## config.mk

```make
export PLATFORM = sky130hd
export DESIGN_NAME = pma_motion_alarm
export DESIGN_NICKNAME = d
export VERILOG_FILES = /design/src/core/pma_pkg.sv /design/src/core/pma_sync.sv /design/src/core/pma_pulse_det.sv /design/src/core/pma_motion_alarm.sv
export SDC_FILE = /design/constraint.sdc
export NUM_CORES = 1
export LEC_CHECK = 0
export BUFFER_PORTS_ARGS = -buffer_cell sky130_fd_sc_hd__buf_4
export CORE_UTILIZATION = 30
export CTS_CLUSTER_DIAMETER = 40
export DETAILED_ROUTE_END_ITERATION = 12
export PLACE_DENSITY = 0.56
export SYNTH_ARGS = -nofsm -noshare
export SYNTH_HDL_FRONTEND = slang
export SYNTH_SLANG_ARGS = --single-unit
```

## constraint.sdc

```tcl
create_clock -name sys_clk -period 10.8 [get_ports sys_clk]
set_input_delay 2.16 -clock sys_clk [delete_from_list [all_inputs] [get_ports sys_clk]]
set_output_delay 2.16 -clock sys_clk [all_outputs]
set_load 0.03 [all_outputs]
```

## src/core/pma_pkg.sv

```systemverilog
// How it works
// - Motion evaluation always uses the band-pass output, whatever readout source.
// - Detection runs only in alarm mode; host must select that mode.
// - On motion the host line is driven high and held until cleared.
// - After a clear, detection is suppressed for the programmed blind interval.
// - Samples are requested no faster than every 2.0 ms.
// - Results are 14 bit; usable range 511 to 2^14-511 counts.
// - Internal sequencing runs on a 32 kHz tick from a divider.
// - Configuration is volatile; host writes a full word after power-up.
// - Configuration is written only through the serial configuration input.
// - Host line is alarm output in alarm mode, data channel in forced and event modes.
// - Converter input selects element or temperature sensor per source.
// - Mode field: 0 forced, 1 event-driven, 2 alarm, 3 reserved.
// - Blind interval is 0.5 s plus field times 0.5 s, from host fall.
// - Count threshold pulses in a 2 to 8 s window; alarm at 1-4.
// - 25 serial bits, rising edge then value; latch after 650 us low.
package pma_pkg;

	// Clock and oscillator rates
	localparam int CLK_HZ = 200_000_000;
	localparam int OSC_HZ = 32_000;
	localparam int TICK_DIV = CLK_HZ / OSC_HZ;
	localparam int CYC_PER_US = CLK_HZ / 1_000_000;

	// Sampling interval, least and event-mode most
	localparam int SAMPLE_US = 2000;
	localparam int SAMPLE_MAX_US = 12500;
	localparam int SAMPLE_TICKS = (SAMPLE_US * OSC_HZ + 999_999) / 1_000_000;

	// Host clear pulse and serial configuration timing
	localparam int CLEAR_US = 160;
	localparam int CLEAR_CYC = CLEAR_US * CYC_PER_US;
	localparam int CFG_HOLD_US = 80;
	localparam int CFG_SAMPLE_CYC = CFG_HOLD_US * CYC_PER_US / 2;
	localparam int CFG_LOAD_US = 650;
	localparam int CFG_LOAD_CYC = CFG_LOAD_US * CYC_PER_US + 1;
	localparam int CFG_TMR_W = 18;

	// Blind and window steps in oscillator ticks
	localparam int BLIND_STEP_MS = 500;
	localparam int BLIND_STEP_TICKS = BLIND_STEP_MS * OSC_HZ / 1000;
	localparam int WINDOW_STEP_MS = 2000;
	localparam int WINDOW_STEP_TICKS = WINDOW_STEP_MS * OSC_HZ / 1000;
	localparam int TICK_CNT_W = 18;

	// Converter data
	localparam int ADC_W = 14;
	localparam logic [13:0] RANGE_LO = 14'h1FF;
	localparam logic [13:0] RANGE_HI = 14'h3E01;

	// Configuration word layout
	localparam int CFG_BITS = 25;
	localparam logic [24:0] CFG_RESET = 25'h0000000;
	localparam int THR_LSB = 17;
	localparam int BLIND_LSB = 13;
	localparam int PULSE_LSB = 11;
	localparam int WIN_LSB = 9;
	localparam int MODE_LSB = 7;
	localparam int SRC_LSB = 5;
	localparam int CNT_MODE_BIT = 0;

	typedef enum logic [1:0] {
		MODE_FORCED = 2'h0,
		MODE_EVENT = 2'h1,
		MODE_ALARM = 2'h2,
		MODE_RSVD = 2'h3
	} pma_mode_t;

	localparam logic [1:0] SRC_BPF = 2'h0;
	localparam logic [1:0] SRC_LPF = 2'h1;
	localparam logic [1:0] SRC_TEMP = 2'h3;

	// Alarm line states, Gray along armed-alarm-clear-blind
	typedef enum logic [1:0] {
		ST_ARMED = 2'h0,
		ST_ALARM = 2'h1,
		ST_CLEAR = 2'h3,
		ST_BLIND = 2'h2
	} pma_alarm_t;

	// Register port map
	localparam logic [3:0] REG_STATUS = 4'h0;
	localparam logic [3:0] REG_MASK = 4'h1;
	localparam logic [3:0] REG_CONFIG = 4'h2;
	localparam logic [3:0] REG_STATE = 4'h3;
	localparam int STAT_W = 3;
	localparam int STAT_ALARM = 0;
	localparam int STAT_CFG = 1;
	localparam int STAT_OOR = 2;

endpackage : pma_pkg

```

## src/core/pma_sync.sv

```systemverilog
`timescale 1ns/1ps
// Three-stage pin synchroniser; output moves once stages two and three agree
module pma_sync (
	input wire logic sys_clk,
	input wire logic sys_rst,
	input wire logic pin,
	output logic level
);
	logic s1_q;
	logic s2_q;
	logic s3_q;
	logic level_d;

	// Only the second stage ever reads the first
	always_comb begin
		level_d = (s2_q == s3_q) ? s3_q : level;
	end

	always_ff @(posedge sys_clk or posedge sys_rst) begin
		if (sys_rst) begin
			s1_q <= 1'b0;
			s2_q <= 1'b0;
			s3_q <= 1'b0;
			level <= 1'b0;
		end else begin
			s1_q <= pin;
			s2_q <= s1_q;
			s3_q <= s2_q;
			level <= level_d;
		end
	end
endmodule : pma_sync

```

## src/core/pma_pulse_det.sv

```systemverilog
`timescale 1ns/1ps
// Threshold pulse counter over a window on band-pass samples
module pma_pulse_det
	import pma_pkg::*;
(
	input wire logic sys_clk,
	input wire logic sys_rst,
	input wire logic enable,
	input wire logic tick,
	input wire logic sample_valid,
	input wire logic [13:0] band_pass_output,
	input wire logic [7:0] threshold,
	input wire logic [1:0] pulse_field,
	input wire logic [1:0] window_field,
	input wire logic count_any,
	output logic hit_q
);
	localparam logic [17:0] WIN_STEP = 18'(WINDOW_STEP_TICKS);

	logic above_q, above_d;
	logic sign_q, sign_d;
	logic [2:0] cnt_q, cnt_d;
	logic [17:0] win_q, win_d;
	logic hit_d;
	logic [14:0] mag;
	logic over;
	logic fresh;

	// Magnitude in 15 bits so the most negative value cannot wrap
	always_comb begin
		mag = band_pass_output[13] ? 15'(-{band_pass_output[13], band_pass_output})
			: {1'b0, band_pass_output};
		over = mag > {7'h00, threshold};
		fresh = sample_valid && over && !above_q
			&& (count_any || cnt_q == 3'h0 || band_pass_output[13] != sign_q);
	end

	// Window opens on the first pulse and drops the count when it runs out
	always_comb begin
		above_d = above_q;
		sign_d = sign_q;
		cnt_d = cnt_q;
		win_d = win_q;
		hit_d = 1'b0;
		if (!enable) begin
			above_d = 1'b0;
			cnt_d = 3'h0;
			win_d = 18'h00000;
		end else begin
			if (sample_valid) begin
				above_d = over;
			end
			if (tick && cnt_q != 3'h0) begin
				if (win_q <= 18'h00001) begin
					cnt_d = 3'h0;
				end else begin
					win_d = win_q - 18'h00001;
				end
			end
			if (fresh) begin
				sign_d = band_pass_output[13];
				if (cnt_q == 3'h0 || cnt_d == 3'h0) begin
					win_d = 18'({16'h0000, window_field} + 18'h00001) * WIN_STEP;
				end
				if ((cnt_d + 3'h1) == ({1'b0, pulse_field} + 3'h1)) begin
					hit_d = 1'b1;
					cnt_d = 3'h0;
				end else begin
					cnt_d = cnt_d + 3'h1;
				end
			end
		end
	end

	always_ff @(posedge sys_clk or posedge sys_rst) begin
		if (sys_rst) begin
			above_q <= 1'b0;
			sign_q <= 1'b0;
			cnt_q <= 3'h0;
			win_q <= 18'h00000;
			hit_q <= 1'b0;
		end else begin
			above_q <= above_d;
			sign_q <= sign_d;
			cnt_q <= cnt_d;
			win_q <= win_d;
			hit_q <= hit_d;
		end
	end
endmodule : pma_pulse_det

```

## src/core/pma_motion_alarm.sv

```systemverilog
`timescale 1ns/1ps
// Digital back end: configuration receiver, sampling, motion alarm on the host line
module pma_motion_alarm
	import pma_pkg::*;
#(
	parameter int TICK_DIV_P = TICK_DIV,
	parameter int CLEAR_CYC_P = CLEAR_CYC,
	parameter int CFG_SAMPLE_CYC_P = CFG_SAMPLE_CYC,
	parameter int CFG_LOAD_CYC_P = CFG_LOAD_CYC,
	parameter int BLIND_STEP_P = BLIND_STEP_TICKS
) (
	input wire logic sys_clk,
	input wire logic sys_rst,
	input wire logic config_serial_input,
	input wire logic link_in,
	output logic link_out,
	output logic link_oe_n,
	output logic converter_input_selector,
	output logic sample_req,
	input wire logic sample_valid,
	input wire logic [13:0] element_data,
	input wire logic [13:0] temp_data,
	input wire logic [13:0] band_pass_output,
	output logic [13:0] readout_data,
	output logic readout_active,
	output logic out_of_range,
	input wire logic [3:0] reg_addr,
	input wire logic [31:0] reg_wdata,
	input wire logic reg_wr,
	input wire logic reg_rd,
	output logic [31:0] reg_rdata,
	output logic irq
);
	// Clear count starts a cycle after the synced fall, so end one short:
	// a host low of exactly the minimum still clears
	localparam logic [15:0] DIV_LAST = 16'(TICK_DIV_P - 1);
	localparam logic [17:0] CLEAR_LAST = 18'(CLEAR_CYC_P - 2);
	localparam logic [17:0] CFG_SMP = 18'(CFG_SAMPLE_CYC_P);
	localparam logic [17:0] CFG_LOAD = 18'(CFG_LOAD_CYC_P);
	localparam logic [17:0] BLIND_STEP = 18'(BLIND_STEP_P);
	localparam logic [6:0] SAMPLE_LAST = 7'(SAMPLE_TICKS - 1);
	localparam logic [4:0] CFG_FULL = 5'(CFG_BITS);

	logic ser;
	logic link_s;
	logic hit;

	pma_sync u_ser_sync (
		.sys_clk(sys_clk),
		.sys_rst(sys_rst),
		.pin(config_serial_input),
		.level(ser)
	);

	pma_sync u_link_sync (
		.sys_clk(sys_clk),
		.sys_rst(sys_rst),
		.pin(link_in),
		.level(link_s)
	);

	// ---- Oscillator tick and sample pacing ----
	logic [15:0] div_q, div_d;
	logic tick_q, tick_d;
	logic [6:0] smp_q, smp_d;
	logic sample_req_d;

	// Sample period is fixed at the least interval, well inside the event-mode bound
	always_comb begin
		tick_d = (div_q == DIV_LAST);
		div_d = tick_d ? 16'h0000 : div_q + 16'h0001;
		smp_d = smp_q;
		sample_req_d = 1'b0;
		if (tick_q) begin
			if (smp_q == SAMPLE_LAST) begin
				smp_d = 7'h00;
				sample_req_d = 1'b1;
			end else begin
				smp_d = smp_q + 7'h01;
			end
		end
	end

	always_ff @(posedge sys_clk or posedge sys_rst) begin
		if (sys_rst) begin
			div_q <= 16'h0000;
			tick_q <= 1'b0;
			smp_q <= 7'h00;
			sample_req <= 1'b0;
		end else begin
			div_q <= div_d;
			tick_q <= tick_d;
			smp_q <= smp_d;
			sample_req <= sample_req_d;
		end
	end

	// ---- Serial configuration receiver ----
	logic ser_prev_q;
	logic [24:0] shift_q, shift_d;
	logic [4:0] bits_q, bits_d;
	logic [17:0] ctmr_q, ctmr_d;
	logic wait_q, wait_d;
	logic [24:0] cfg_q, cfg_d;
	logic cfg_ev;

	// Only this path writes the configuration; the register port cannot
	always_comb begin
		shift_d = shift_q;
		bits_d = bits_q;
		wait_d = wait_q;
		cfg_d = cfg_q;
		cfg_ev = 1'b0;
		ctmr_d = (ctmr_q == CFG_LOAD) ? ctmr_q : ctmr_q + 18'h00001;
		if (ser && !ser_prev_q && !wait_q) begin
			wait_d = 1'b1;
			ctmr_d = 18'h00000;
		end else if (wait_q) begin
			if (ctmr_q == CFG_SMP) begin
				shift_d = {shift_q[23:0], ser};
				bits_d = (bits_q == CFG_FULL) ? bits_q : bits_q + 5'h01;
				wait_d = 1'b0;
				ctmr_d = 18'h00000;
			end
		end else if (ser) begin
			ctmr_d = 18'h00000;
		end else if (ctmr_q == CFG_LOAD - 18'h00001) begin
			if (bits_q == CFG_FULL) begin
				cfg_d = shift_q;
				cfg_ev = 1'b1;
			end
			bits_d = 5'h00;
		end
	end

	always_ff @(posedge sys_clk or posedge sys_rst) begin
		if (sys_rst) begin
			ser_prev_q <= 1'b0;
			shift_q <= 25'h0000000;
			bits_q <= 5'h00;
			ctmr_q <= 18'h00000;
			wait_q <= 1'b0;
			cfg_q <= CFG_RESET;
		end else begin
			ser_prev_q <= ser;
			shift_q <= shift_d;
			bits_q <= bits_d;
			ctmr_q <= ctmr_d;
			wait_q <= wait_d;
			cfg_q <= cfg_d;
		end
	end

	// Configuration fields
	pma_mode_t mode;
	logic [1:0] src;
	logic [3:0] blind_field;
	assign mode = pma_mode_t'(cfg_q[MODE_LSB +: 2]);
	assign src = cfg_q[SRC_LSB +: 2];
	assign blind_field = cfg_q[BLIND_LSB +: 4];

	// ---- Alarm line state machine ----
	pma_alarm_t st_q, st_d;
	logic link_prev_q;
	logic [17:0] clr_q, clr_d;
	logic [17:0] blind_q, blind_d;
	logic [17:0] blind_len;
	logic out_d, oe_n_d;
	logic alarm_ev;

	// Released unless alarm mode, and in alarm mode while the clear runs; readout framing sits outside this block
	always_comb begin
		st_d = st_q;
		clr_d = clr_q;
		blind_d = (tick_q && blind_q != 18'h3FFFF) ? blind_q + 18'h00001 : blind_q;
		blind_len = 18'({14'h0000, blind_field} + 18'h00001) * BLIND_STEP;
		alarm_ev = 1'b0;
		if (mode != MODE_ALARM) begin
			st_d = ST_ARMED;
		end else begin
			unique case (st_q)
				ST_ARMED: begin
					if (hit) begin
						st_d = ST_ALARM;
						alarm_ev = 1'b1;
					end
				end
				ST_ALARM: begin
					if (link_prev_q && !link_s) begin
						st_d = ST_CLEAR;
						clr_d = 18'h00000;
						blind_d = 18'h00000;
					end
				end
				ST_CLEAR: begin
					clr_d = clr_q + 18'h00001;
					if (link_s) begin
						st_d = ST_ALARM;
					end else if (clr_q == CLEAR_LAST) begin
						st_d = ST_BLIND;
					end
				end
				ST_BLIND: begin
					if (blind_q >= blind_len) begin
						st_d = ST_ARMED;
					end
				end
			endcase
		end
		oe_n_d = (mode != MODE_ALARM) || (st_d == ST_CLEAR);
		out_d = (st_d == ST_ALARM);
	end

	always_ff @(posedge sys_clk or posedge sys_rst) begin
		if (sys_rst) begin
			st_q <= ST_ARMED;
			link_prev_q <= 1'b0;
			clr_q <= 18'h00000;
			blind_q <= 18'h00000;
			link_out <= 1'b0;
			link_oe_n <= 1'b1;
		end else begin
			st_q <= st_d;
			link_prev_q <= link_s;
			clr_q <= clr_d;
			blind_q <= blind_d;
			link_out <= out_d;
			link_oe_n <= oe_n_d;
		end
	end

	// Detection sees only the band-pass stream, and only while armed
	pma_pulse_det u_det (
		.sys_clk(sys_clk),
		.sys_rst(sys_rst),
		.enable(mode == MODE_ALARM && st_q == ST_ARMED),
		.tick(tick_q),
		.sample_valid(sample_valid),
		.band_pass_output(band_pass_output),
		.threshold(cfg_q[THR_LSB +: 8]),
		.pulse_field(cfg_q[PULSE_LSB +: 2]),
		.window_field(cfg_q[WIN_LSB +: 2]),
		.count_any(cfg_q[CNT_MODE_BIT]),
		.hit_q(hit)
	);

	// ---- Readout path ----
	logic [13:0] rdat_d;
	logic oor_d, oor_ev;
	logic sel_d;

	// Range check on the raw element value, held until the next sample
	always_comb begin
		sel_d = (src == SRC_TEMP);
		rdat_d = readout_data;
		oor_d = out_of_range;
		oor_ev = 1'b0;
		if (sample_valid) begin
			unique case (src)
				SRC_BPF: rdat_d = band_pass_output;
				SRC_LPF: rdat_d = element_data;
				SRC_TEMP: rdat_d = temp_data;
				default: rdat_d = 14'h0000;
			endcase
			oor_d = (element_data < RANGE_LO) || (element_data > RANGE_HI);
			oor_ev = oor_d;
		end
	end

	always_ff @(posedge sys_clk or posedge sys_rst) begin
		if (sys_rst) begin
			converter_input_selector <= 1'b0;
			readout_data <= 14'h0000;
			readout_active <= 1'b0;
			out_of_range <= 1'b0;
		end else begin
			converter_input_selector <= sel_d;
			readout_data <= rdat_d;
			readout_active <= (mode == MODE_FORCED) || (mode == MODE_EVENT);
			out_of_range <= oor_d;
		end
	end

	// ---- Register port: status, mask, config view, state ----
	logic [STAT_W-1:0] stat_q, stat_d;
	logic [STAT_W-1:0] mask_q, mask_d;
	logic [31:0] rdata_d;
	logic irq_d;

	// Set wins over a same-cycle write-one clear
	always_comb begin
		stat_d = stat_q;
		mask_d = mask_q;
		if (reg_wr && reg_addr == REG_STATUS) begin
			stat_d = stat_q & ~reg_wdata[STAT_W-1:0];
		end
		if (reg_wr && reg_addr == REG_MASK) begin
			mask_d = reg_wdata[STAT_W-1:0];
		end
		stat_d[STAT_ALARM] = stat_d[STAT_ALARM] | alarm_ev;
		stat_d[STAT_CFG] = stat_d[STAT_CFG] | cfg_ev;
		stat_d[STAT_OOR] = stat_d[STAT_OOR] | oor_ev;
		irq_d = |(stat_d & mask_d);
		rdata_d = 32'h00000000;
		if (reg_rd) begin
			unique case (reg_addr)
				REG_STATUS: rdata_d = {29'h00000000, stat_q};
				REG_MASK: rdata_d = {29'h00000000, mask_q};
				REG_CONFIG: rdata_d = {7'h00, cfg_q};
				REG_STATE: rdata_d = {29'h00000000, link_s, st_q};
				default: rdata_d = 32'h00000000;
			endcase
		end
	end

	always_ff @(posedge sys_clk or posedge sys_rst) begin
		if (sys_rst) begin
			stat_q <= '0;
			mask_q <= '0;
			reg_rdata <= 32'h00000000;
			irq <= 1'b0;
		end else begin
			stat_q <= stat_d;
			mask_q <= mask_d;
			reg_rdata <= rdata_d;
			irq <= irq_d;
		end
	end

endmodule : pma_motion_alarm

```

==> out/qor.yml <==
synth_top_area_cell: "dfrtp_1"
cts_made_buffers: 41
synth.cell_area_mm2: 0.01185
vias: 8383
drc_errors: 0
critPathSlowestCell: "dfrtp_1"
end_kind: "flop"
clock-sinks: 222
wl_per_cell_um: 14.77
ctsResizeCount: 0
drt_iter0_drc: 358
grt_pass1_vias: 8430
multi_input_area_mm2: 0.005867
timing.final.crit_share_pct: 50.04
r2r_setup_slack_ns: 5.40
area_growth_pct: 22.61
worst_slew_pin_slew_ns: 1.142
tritoncts: "built"
htreeDepth: 2
fmax_ghz: 0.1850
die_y_um: 200.7
synth.yosys.seq_area_share_pct: 46.91
clk_pin_slew_worst_paths_ns: 0.05
synth_area_per_cell_um2: 10.51
synthArstFlopShare_pct: 100.0
clkLatencyLatePin_ns: 0.55
finalHoldViolCount: 0
yosysTopAreaCellShare_pct: 46.68
finalSetupViolations: 0
endpoint: "link_out"
crit_path_max_incr_delay_ns: 0.61
fin_crit_ns: 5.404
layoutNonFillerInstCount: 1792
reg2reg_to: "link_out"
drive_gt1_share_pct: 21.90
cp_max_fo: 10
worstReg2RegStart: "cfg_q[13]"
routed_wl_um: 26480
synth-seq-cells: 222
post_cts_buffers: 0
required_ns: 11.21
ys.flop_type: "dfrtp_1"
final_nets: 1400
slew-limit-headroom_pct: 23.59
dp_cells: 1716
grt_overflow_total: 0
placed_cell_area_mm2: 0.01313
via_per_inst: 4.678
stdcell_area_mm2: 0.01453
row_count: 72
nFillCells: 3838
gp_congestion: 0.7662
arrival_ns: 5.82
worst_clock_skew_ns: 0.02791
grt_pass1_wl_um: 43430
synth.area.top_cells: "dfrtp_1 47%, ha_1 6.5%, mux2_2 5.6%"
finalSetupTns_ns: 0
setup.worst_path.class: "reg -> reg"
synthesis.instances: 1127
p_leak_nw: 6.869
yosys_warnings: 0
cts_max_path_buffers: 3
status: "completed"
synth_cell_types: 78
seqCellArea_mm2: 0.005557
portBuffers: 101
min_from: "u_link_sync.s1_q"
initial_core_util_pct: 30.51
antenna_found_initial: 0
die_area_mm2: 0.04029
grt_max_degree: 98
critPathLaunchType: "flop"
drv_cap: 0
core-area_mm2: 0.03883
rsz0062_at_grt: "no"
synth_edf_count: 0
pin_count: 138
worstPathCellList: "ha_1, xor2_1, inv_1, fa_1, fa_1, fa_1, inv_1, ha_1, inv_1, o21bai_1, a21oi_1, o21ai_0, xnor2_1, ha_1, a2111oi_0, nand2_1, nand2_1, a31oi_1, and2_1"
peakVddDrop_mv: 0.1137
die_width_um: 200.7
clock-root-buffer: "clkbuf_16"
slew_violations: 0
r2r_cells: 19
ctsHoldBuffers: 0
ant_nets: 0
p_per_area_mw_per_mm2: 157.6
dp_hpwl_um: 18460
track_usage_pct: 13.33
hold_class: "reg -> reg"
startpoint: "cfg_q[13]"
diodes: 0
first_pass_iters: 4
-- how the worst min path moves through the flow --
stage,depth (start not counted),slack (ns),endpoint
4_1_cts,0,0.36,u_link_sync.s2_q
5_1_grt,0,0.36,u_ser_sync.s2_q
3_5_place_dp,0,0.34,u_link_sync.s2_q
6_report,0,0.35,u_link_sync.s2_q
3_3_place_gp,0,0.34,u_link_sync.s2_q
2_1_floorplan,0,0.33,u_link_sync.s2_q
-- cells in the mapped netlist (13+ instances only) --
cell type and number:
a21oi_1 38, a22oi_1 14, and2_1 26, and3_1 20
clkbuf_1 30, dfrtp_1 221, ha_1 62, inv_1 64
mux2_2 59, nand2_1 84, nand3_1 38, nand4_1 23
nor2_1 118, nor3_1 13, o21ai_0 33, or3_1 13
xnor2_1 47, xor2_1 57
-- cells in the final DEF (no fill, tap or decap), types with 8 or more instances in the layout --
cell type	Yosys	layout
dfrtp_1	221	221
nor2_1	118	118
buf_4	7	108
nand2_1	84	84
inv_1	64	63
ha_1	62	62
mux2_2	59	59
xor2_1	57	57
xnor2_1	47	47
clkbuf_16	0	41
nand3_1	38	38
a21oi_1	38	38
o21ai_0	33	33
and2_1	26	26
nand4_1	23	23
and3_1	20	20
a22oi_1	14	14
or3_1	13	13
nor3_1	13	13
nor4_1	12	12
fa_1	12	12
inv_6	0	9
nor3_2	8	8
-- cells by family (layout without fill, tap and decap cells) --
group                    after synthesis  after routing  synth area share [%]
XOR/XNOR                             105            105                 7.890
multiplexers                          67             67                 6.622
AO/OA/AOI/OAI                        136            136                 7.605
adder cells (fa/ha/maj)               76             76                 8.745
AND/OR/NAND/NOR                      413            413                 18.42
other                                  1              7               0.03166
flip-flops                           222            222                 46.91
buffers and inverters                107            248                 3.781
-- metrics by stage --
stage | hold WS [ns] | total power [mW] | utilization, % | setup WS (ns)
2_1_floorplan | 0.3312 | 0.9782 | - | 2.564
3_3_place_gp | 0.3361 | 1.029 | 33.82 | 5.148
3_5_place_dp | 0.3449 | 1.034 | 33.82 | 5.133
4_1_cts | 0.3574 | 2.332 | 37.41 | 5.367
5_1_grt | 0.3622 | 2.388 | 37.41 | 5.041
6_report | 0.3525 | 2.289 | 37.41 | 5.396
-- critical path, delay by kind of cell, from the launching register on --
kind	cells	cell delay, ns
buffers and inverters	3	0.31
AND/OR/NAND/NOR	3	0.44
AO/OA/AOI/OAI	5	0.99
flip-flops	1	0.61
adder cells (fa/ha/maj)	6	2.38
XOR/XNOR	2	0.52
-- cell type report --
class | count | area share [%]
multi-input cells | 804 | 40.39
flip-flops and latches | 222 | 38.25
clock buffers | 48 | 7.658
repair buffers | 108 | 5.582
well taps | 518 | 4.462
clock inverters | 28 | 1.947
inverters | 64 | 1.706
-- routing by layer --
metal	part of all wire, %	wire length (µm)	track usage (%)	up-vias
li1	-	-	-	4134
met1	47	12500	17.45	4084
met2	46	12270	21.37	129
met3	3.9	1032	2.906	36
met4	2.6	681	5.371	0
met5	0	0	0	-
-- power breakdown --
part / switching, mW / total, mW / internal, mW / leakage [nW]
combinational: 0.0864 / 0.142 / 0.0559 / 3.20
clock: 0.471 / 1.27 / 0.802 / 0.671
sequential: 0.0197 / 0.875 / 0.855 / 3.00
-- state kept, by name (all words and copies together) (netlist names), 2 cells and up --
name and flops:
smp_q 7, readout_data 14, div_q 16, shift_q 25, stat_q 3, ctmr_q 18, clr_q 18, bits_q 5
reg_rdata 25, mask_q 3, u_det.cnt_q 3, cfg_q 25, st_q 2, blind_q 18, u_det.win_q 18
No activity file was read; power rests on OpenSTA's default activity.
